`config.mk`:
```
export PLATFORM = sky130hd
export DESIGN_NAME = single_shunt_phase_current_rebuild
export DESIGN_NICKNAME = d
export VERILOG_FILES = /design/src/rtl/shunt_rebuild_pkg.sv /design/src/rtl/switch_state_if.sv /design/src/rtl/single_shunt_phase_current_rebuild.sv /design/src/rtl/switch_state_decoder.sv
export SDC_FILE = /design/constraint.sdc
export NUM_CORES = 1
export LEC_CHECK = 0
export BUFFER_PORTS_ARGS = -buffer_cell sky130_fd_sc_hd__clkbuf_2
export CAP_MARGIN = 40
export CORE_MARGIN = 2
export CORE_UTILIZATION = 40
export DETAILED_ROUTE_END_ITERATION = 8
export PLACE_DENSITY_LB_ADDON = 0.2
export SLEW_MARGIN = 20
export SYNTH_ARGS = -nofsm -noshare
export SYNTH_HDL_FRONTEND = slang
export SYNTH_HIERARCHICAL = 1
export SYNTH_SLANG_ARGS = --single-unit
```
`constraint.sdc`:
```
create_clock -name core_clk -period 4.8 [get_ports core_clk]
set_clock_uncertainty 0.2 [all_clocks]
set_input_delay 0.96 -clock core_clk [delete_from_list [all_inputs] [get_ports core_clk]]
set_output_delay 0.96 -clock core_clk [all_outputs]
set_load 0.05 [all_outputs]
```
`src/rtl/shunt_rebuild_pkg.sv`:
```
// Purpose: shared constants for single shunt phase current rebuilding
// Assumes: 12-bit unsigned current-sense ADC codes
// Notes: phase indices select the winding that a bus sample represents
package shunt_rebuild_pkg;
  localparam int ADC_W = 12;
  localparam int CUR_W = ADC_W + 1;
  localparam int OUT_W = ADC_W + 2;
  localparam logic [ADC_W-1:0] NOMINAL_ZERO_CODE = 12'h800;
  localparam logic [ADC_W-1:0] DEFAULT_DEVIATION = 12'h096;
  localparam int DEFAULT_CHECK_SAMPLES = 64;
  localparam int NUM_PHASES = 3;
  localparam int NUM_GATES = 6;
  localparam int SYNC_STAGES = 2;
  localparam logic [1:0] PHASE_A = 2'h0;
  localparam logic [1:0] PHASE_B = 2'h1;
  localparam logic [1:0] PHASE_C = 2'h2;
  // switch state codes, leg a in the top bit
  localparam logic [2:0] SW_ZERO_LOW = 3'h0;
  localparam logic [2:0] SW_ZERO_HIGH = 3'h7;
  localparam logic [2:0] SW_A_ONLY = 3'h4;
  localparam logic [2:0] SW_B_ONLY = 3'h2;
  localparam logic [2:0] SW_C_ONLY = 3'h1;
  localparam logic [2:0] SW_B_C = 3'h3;
  localparam logic [2:0] SW_A_C = 3'h5;
  localparam logic [2:0] SW_A_B = 3'h6;
endpackage

```
`src/rtl/switch_state_if.sv`:
```
// Purpose: carries the decoded inverter switch state
// Assumes: decoder drives, rebuild logic reads
// Notes: all fields combinational from synchronised gates
interface switch_state_if;
  logic [2:0] code;
  logic zero_vector;
  logic [1:0] phase;
  logic negate;
  logic gates_consistent;
  modport decoder (output code, output zero_vector, output phase, output negate,
    output gates_consistent);
  modport user (input code, input zero_vector, input phase, input negate,
    input gates_consistent);
endinterface

```
`src/rtl/single_shunt_phase_current_rebuild.sv`:
```
// Purpose: rebuilds three winding currents from single shunt bus samples
// Assumes: gate pins are asynchronous; adc strobe and period pulse share core_clk
// Notes: offset calibration runs first on idle samples, then reconstruction
module single_shunt_phase_current_rebuild #(
  parameter int OFFSET_CHECK_SAMPLE_COUNT = shunt_rebuild_pkg::DEFAULT_CHECK_SAMPLES,
  parameter logic [shunt_rebuild_pkg::ADC_W-1:0] OFFSET_ALLOWED_DEVIATION =
    shunt_rebuild_pkg::DEFAULT_DEVIATION
) (
  input wire logic core_clk,
  input wire logic rst,
  input wire logic leg_a_high_gate,
  input wire logic leg_a_low_gate,
  input wire logic leg_b_high_gate,
  input wire logic leg_b_low_gate,
  input wire logic leg_c_high_gate,
  input wire logic leg_c_low_gate,
  input wire logic period_start,
  input wire logic motor_idle,
  input wire logic shunt_sample_valid,
  input wire logic [shunt_rebuild_pkg::ADC_W-1:0] shunt_bus_current,
  output logic signed [shunt_rebuild_pkg::OUT_W-1:0] phase_a_current,
  output logic signed [shunt_rebuild_pkg::OUT_W-1:0] phase_b_current,
  output logic signed [shunt_rebuild_pkg::OUT_W-1:0] phase_c_current,
  output logic phase_currents_valid,
  output logic [shunt_rebuild_pkg::ADC_W-1:0] applied_offset,
  output logic offset_ok,
  output logic offset_fault,
  output logic gate_fault
);
  localparam int ADC_W = shunt_rebuild_pkg::ADC_W;
  localparam int CUR_W = shunt_rebuild_pkg::CUR_W;
  localparam int OUT_W = shunt_rebuild_pkg::OUT_W;
  localparam int NP = shunt_rebuild_pkg::NUM_PHASES;
  localparam int NG = shunt_rebuild_pkg::NUM_GATES;
  localparam int CNT_LOG = $clog2(OFFSET_CHECK_SAMPLE_COUNT);
  localparam int ACC_W = ADC_W + CNT_LOG;
  localparam logic [CNT_LOG-1:0] LAST_COUNT = CNT_LOG'(OFFSET_CHECK_SAMPLE_COUNT - 1);
  // per leg high gate off and low gate on, matching the pins of an idle inverter
  localparam logic [NG-1:0] GATE_IDLE = {NP{2'h1}};

  // averaging is a shift, so the count must be a power of two of at least two
  if (OFFSET_CHECK_SAMPLE_COUNT < 2 ||
      (1 << CNT_LOG) != OFFSET_CHECK_SAMPLE_COUNT)
  begin : bad_count
    $error("offset check sample count must be a power of two, at least 2");
  end

  typedef enum logic [1:0] {CALIBRATE, RUN, FAULT} mode_e;

  // gate pins cross into core_clk through two flops
  logic [NG-1:0] gate_pins;
  logic [NG-1:0] gate_meta_q;
  logic [NG-1:0] gate_sync_q;
  assign gate_pins = {leg_a_high_gate, leg_a_low_gate, leg_b_high_gate,
    leg_b_low_gate, leg_c_high_gate, leg_c_low_gate};

  for (genvar g = 0; g < NG; g++)
  begin : gate_sync
    always_ff @(posedge core_clk or posedge rst)
    begin
      if (rst)
      begin
        // idle levels keep the complement check quiet right after reset
        gate_meta_q[g] <= GATE_IDLE[g];
        gate_sync_q[g] <= GATE_IDLE[g];
      end
      else
      begin
        gate_meta_q[g] <= gate_pins[g];
        gate_sync_q[g] <= gate_meta_q[g];
      end
    end
  end

  switch_state_if sw ();

  switch_state_decoder decoder_i (
    .leg_a_high_gate(gate_sync_q[5]),
    .leg_a_low_gate(gate_sync_q[4]),
    .leg_b_high_gate(gate_sync_q[3]),
    .leg_b_low_gate(gate_sync_q[2]),
    .leg_c_high_gate(gate_sync_q[1]),
    .leg_c_low_gate(gate_sync_q[0]),
    .sw(sw.decoder)
  );

  // mode, calibration and reconstruction state
  mode_e mode_q, mode_d;
  logic [ACC_W-1:0] acc_q, acc_d;
  logic [CNT_LOG-1:0] count_q, count_d;
  logic [ADC_W-1:0] offset_q, offset_d;
  logic fault_q, fault_d;
  logic gate_fault_q, gate_fault_d;
  logic [NP-1:0] seen_q, seen_d;
  logic done_q, done_d;
  logic signed [CUR_W-1:0] cur_q [NP];
  logic signed [CUR_W-1:0] cur_d [NP];
  logic signed [OUT_W-1:0] out_q [NP];
  logic signed [OUT_W-1:0] out_d [NP];
  logic valid_q, valid_d;

  logic [ACC_W-1:0] acc_sum;
  logic [ADC_W-1:0] average;
  logic [ADC_W-1:0] deviation;
  logic signed [CUR_W-1:0] centred;
  logic signed [CUR_W-1:0] signed_sample;
  logic use_sample;

  assign acc_sum = acc_q + ACC_W'(shunt_bus_current);
  assign average = acc_sum[ACC_W-1:CNT_LOG];
  assign deviation = (average >= shunt_rebuild_pkg::NOMINAL_ZERO_CODE) ?
    average - shunt_rebuild_pkg::NOMINAL_ZERO_CODE :
    shunt_rebuild_pkg::NOMINAL_ZERO_CODE - average;
  // subtract the applied zero-current offset
  assign centred = $signed({1'b0, shunt_bus_current}) - $signed({1'b0, offset_q});
  assign signed_sample = sw.negate ? -centred : centred;
  // zero vectors carry no phase information
  assign use_sample = shunt_sample_valid && (mode_q == RUN) && !sw.zero_vector
    && sw.gates_consistent && !seen_q[sw.phase] && !done_q;

  always_comb
  begin
    mode_d = mode_q;
    acc_d = acc_q;
    count_d = count_q;
    offset_d = offset_q;
    fault_d = fault_q;
    gate_fault_d = gate_fault_q | (|sw.code & ~sw.gates_consistent) |
      (~sw.gates_consistent & ~|sw.code);
    case (mode_q)
      CALIBRATE:
      begin
        // average idle samples
        if (shunt_sample_valid && motor_idle)
        begin
          acc_d = acc_sum;
          count_d = count_q + 1'b1;
          if (count_q == LAST_COUNT)
          begin
            acc_d = '0;
            count_d = '0;
            // accept only within the allowed deviation
            if (deviation <= OFFSET_ALLOWED_DEVIATION)
            begin
              offset_d = average;
              mode_d = RUN;
            end
            else
            begin
              fault_d = 1'b1;
              mode_d = FAULT;
            end
          end
        end
      end
      RUN:
        mode_d = RUN;
      FAULT:
        mode_d = FAULT; // sticky until reset
      default:
        mode_d = CALIBRATE;
    endcase
  end

  always_ff @(posedge core_clk or posedge rst)
  begin
    if (rst)
    begin
      mode_q <= CALIBRATE;
      acc_q <= '0;
      count_q <= '0;
      offset_q <= shunt_rebuild_pkg::NOMINAL_ZERO_CODE;
      fault_q <= 1'b0;
      gate_fault_q <= 1'b0;
    end
    else
    begin
      mode_q <= mode_d;
      acc_q <= acc_d;
      count_q <= count_d;
      offset_q <= offset_d;
      fault_q <= fault_d;
      gate_fault_q <= gate_fault_d;
    end
  end

  // per-period capture of two distinct phases and rebuild of the third
  always_comb
  begin
    seen_d = seen_q;
    done_d = done_q;
    valid_d = 1'b0;
    for (int i = 0; i < NP; i++)
    begin
      cur_d[i] = cur_q[i];
      out_d[i] = out_q[i];
    end
    if (period_start)
    begin
      // a new period forgets the previous captures
      seen_d = '0;
      done_d = 1'b0;
    end
    else if (use_sample)
    begin
      // a repeated phase is ignored so the pair is distinct
      cur_d[sw.phase] = signed_sample;
      seen_d[sw.phase] = 1'b1;
      if (seen_q != '0)
      begin
        done_d = 1'b1;
        valid_d = 1'b1;
        for (int i = 0; i < NP; i++)
        begin
          if (seen_d[i])
            out_d[i] = OUT_W'(cur_d[i]);
          else
            // negated sum of the other two
            out_d[i] = -(OUT_W'(cur_d[(i + 1) % NP]) + OUT_W'(cur_d[(i + 2) % NP]));
        end
      end
    end
  end

  always_ff @(posedge core_clk or posedge rst)
  begin
    if (rst)
    begin
      seen_q <= '0;
      done_q <= 1'b0;
      valid_q <= 1'b0;
      for (int i = 0; i < NP; i++)
      begin
        cur_q[i] <= '0;
        out_q[i] <= '0;
      end
    end
    else
    begin
      seen_q <= seen_d;
      done_q <= done_d;
      valid_q <= valid_d;
      for (int i = 0; i < NP; i++)
      begin
        cur_q[i] <= cur_d[i];
        out_q[i] <= out_d[i];
      end
    end
  end

  assign phase_a_current = out_q[shunt_rebuild_pkg::PHASE_A];
  assign phase_b_current = out_q[shunt_rebuild_pkg::PHASE_B];
  assign phase_c_current = out_q[shunt_rebuild_pkg::PHASE_C];
  assign phase_currents_valid = valid_q;
  assign applied_offset = offset_q;
  assign offset_ok = (mode_q == RUN);
  assign offset_fault = fault_q;
  assign gate_fault = gate_fault_q;
endmodule

```
`src/rtl/switch_state_decoder.sv`:
```
// Purpose: maps the six gate levels to a switch state and current meaning
// Assumes: gate levels already synchronised to core_clk
// Notes: purely combinational
module switch_state_decoder (
  input wire logic leg_a_high_gate,
  input wire logic leg_a_low_gate,
  input wire logic leg_b_high_gate,
  input wire logic leg_b_low_gate,
  input wire logic leg_c_high_gate,
  input wire logic leg_c_low_gate,
  switch_state_if.decoder sw
);
  logic [2:0] state_code;

  // leg state is the high gate; low gate must be its complement
  assign state_code = {leg_a_high_gate, leg_b_high_gate, leg_c_high_gate};
  assign sw.code = state_code;
  assign sw.gates_consistent = (leg_a_high_gate ^ leg_a_low_gate)
    & (leg_b_high_gate ^ leg_b_low_gate) & (leg_c_high_gate ^ leg_c_low_gate);

  always_comb
  begin
    sw.zero_vector = 1'b0;
    sw.phase = shunt_rebuild_pkg::PHASE_A;
    sw.negate = 1'b0;
    case (state_code)
      shunt_rebuild_pkg::SW_ZERO_LOW, shunt_rebuild_pkg::SW_ZERO_HIGH:
        sw.zero_vector = 1'b1;
      shunt_rebuild_pkg::SW_A_ONLY:
        sw.phase = shunt_rebuild_pkg::PHASE_A;
      shunt_rebuild_pkg::SW_B_ONLY:
        sw.phase = shunt_rebuild_pkg::PHASE_B;
      shunt_rebuild_pkg::SW_C_ONLY:
        sw.phase = shunt_rebuild_pkg::PHASE_C;
      shunt_rebuild_pkg::SW_B_C:
      begin
        sw.phase = shunt_rebuild_pkg::PHASE_A;
        sw.negate = 1'b1;
      end
      shunt_rebuild_pkg::SW_A_C:
      begin
        sw.phase = shunt_rebuild_pkg::PHASE_B;
        sw.negate = 1'b1;
      end
      shunt_rebuild_pkg::SW_A_B:
      begin
        sw.phase = shunt_rebuild_pkg::PHASE_C;
        sw.negate = 1'b1;
      end
      default:
        sw.zero_vector = 1'b1;
    endcase
  end
endmodule

```
==> flow_metrics.tcl <==
set metrics [dict create \
    status "finished, violations left" \
    violations "negative setup slack" \
    place_congestion 0.885 \
    critical-path-max-stage-delay_ns 0.52 \
    cp_cell_sequence "buf_12 > inv_12 > ha_4 > fa_2 > nor2b_1 > o21a_1 > nor2_2 > xnor2_2 > or3_4 > nand2_4 > xor2_4 > buf_4 > o21ai_4 > inv_2 > ha_4 > ha_4 > a21boi_2 > or4_4 > a41oi_4 > xor2_1 > o211ai_1 > o21ai_1 > o21ai_1" \
    synthesis.nets 1393 \
    max_freq_ghz 0.205 \
    grt_pass1_wl_um 51700 \
    power_density_nw_per_um2 512 \
    io_buffers 80 \
    die_area_um2 28200 \
    cts_tree "done" \
    cap_violations 0 \
    min_path_type "reg -> reg" \
    worst_r2r_path_depth 21 \
    core_area_um2 26700 \
    grt_pass1_vias 9961 \
    p_leak_nw 6.95 \
    clk_path_buf_depth 2 \
    io-pin-count 81 \
    viasPerCell 5.44 \
    worst_slew_pin_slew_ns 0.791 \
    fp.dieH_um 168 \
    wl_per_cell_um 17.1 \
    layout-drive-gt1-share 0.374 \
    grt_usage 0.227 \
    critical_path.most_common_cell "ha_4" \
    first_iter_violations 664 \
    grt-ovfl-total 0 \
    syn_area_per_cell_um2 8.47 \
    vias 10500 \
    cts.sinks 138 \
    clk_pin_slew_ns 0.06 \
    placed_cell_area_um2 13300 \
    crit_type "in -> reg" \
    hold_path_depth 0 \
    fin_nets 1689 \
    grt_max_degree 55 \
    hold_buffers 0 \
    finalSetupViolCount 3 \
    yosysWarnings 6 \
    place_hpwl_um 23900 \
    final_common_cell "buf_4" \
    syn_area_um2 10800 \
    wl_um 32900 \
    crit_buf_inv 4 \
    cp.arrival_ns 4.96 \
    min_period_ns 4.88 \
    period_share 1.02 \
    h-tree-depth 4 \
    drt_pass1_iterations 5 \
    syn2layout_area_growth_pct 41.5 \
    path_depth 23 \
    ir_worst_vdd_mv 0.390 \
    finalHoldViolCount 0 \
    postRouteAntennaNets 0 \
    max-slew-margin-rel 0.472 \
    clkLatencyLatePin_ns 0.44 \
    slowest_stage "or4_4" \
    cts-root-buf "clkbuf_16" \
    start_util 0.404 \
    setup.worst_path.end_class "flop" \
    rsz0062_at_grt "yes" \
    startpoint_type "input port" \
    rows 60 \
    netlist_instances 1271 \
    final_area_um2 15200 \
    path_max_fanout 3 \
    required_ns 4.89 \
    dieWidth_um 168 \
    crit_family "simple AND/OR/NAND/NOR gates" \
    fin_ws_ns -0.0761 \
    hold_slack_ns 0.147 \
    antenna_cells 0 \
    cts_inserted_buffers 17 \
    antenna_found_initial 0 \
    maxSlewViolCount 0 \
    final_cell_mix "buf_4, nand2_1, dfrtp_1, o21ai_0, clkbuf_2" \
    drc 0 \
]
## path summary, 6_finish.rpt
check                                     start                  end  slack (ns)
hold / removal                   gate_meta_q[5]       gate_sync_q[5]        0.15
max in group asynchronous                   rst       gate_meta_q[0]        3.29
setup reg to reg              applied_offset[0]  phase_b_current[10]        0.10
hold reg to reg                  gate_meta_q[5]       gate_sync_q[5]        0.15
min in group asynchronous                   rst            mode_q[1]        0.39
setup / recovery           shunt_bus_current[0]  phase_b_current[10]       -0.08
## state kept, by name, summed over array words and instances, names as in the netlist
name,count
phase_b_current,14
phase_a_current,14
mode_q,2
acc_q,18
phase_currents_valid,1
count_q,6
cur_q,39
phase_c_current,14
done_q,1
applied_offset,12
offset_fault,1
gate_meta_q,6
seen_q,3
gate_sync_q,6
gate_fault,1
## metrics by stage
| stage | std cells | TNS (ns) | util | setup WS, ns | total power, mW |
|---|---|---|---|---|---|
| after detailed placement | 1844 | -17.31 | 0.498 | -0.691 | 5.60 |
| after global routing | 1921 | -2.66 | 0.571 | -0.260 | 8.31 |
| after floorplan | 1271 | -0.523 | - | -0.102 | 4.13 |
| final | 1921 | -0.165 | 0.571 | -0.0761 | 7.79 |
| after global placement | 1841 | -15.54 | 0.496 | -0.663 | 5.54 |
| after CTS | 1899 | 0 | 0.536 | 0.000195 | 7.20 |
## report_power, final
group / internal [mW] / switching [mW] / total, mW / leakage (nW)
Clock: 0.819 / 0.565 / 1.38 / 0.279
Combinational: 2.43 / 2.48 / 4.91 / 4.88
Sequential: 1.33 / 0.171 / 1.50 / 1.79
## timing repair
action	in CTS	in global routing
gates resized for setup	57	142
buffers inserted	23	24
endpoints found under the setup margin	18	31
pin swaps	35	100
## layout make-up
type | count | area (µm²)
fillers | 2302 | 11400
clock inverters | 14 | 173
well taps | 341 | 427
inverters | 68 | 272
flip-flops and latches | 138 | 3460
clock buffers | 18 | 429
multi-input cells | 998 | 7940
repair buffers | 344 | 2520
## routing by layer
| layer | track usage | wire length (µm) |
|---|---|---|
| met1 | 0.305 | 15000 |
| met5 | 0 | 0 |
| met3 | 0.0273 | 1350 |
| met2 | 0.381 | 15600 |
| met4 | 0.0731 | 974 |
Power figures use the tool's default switching activity.
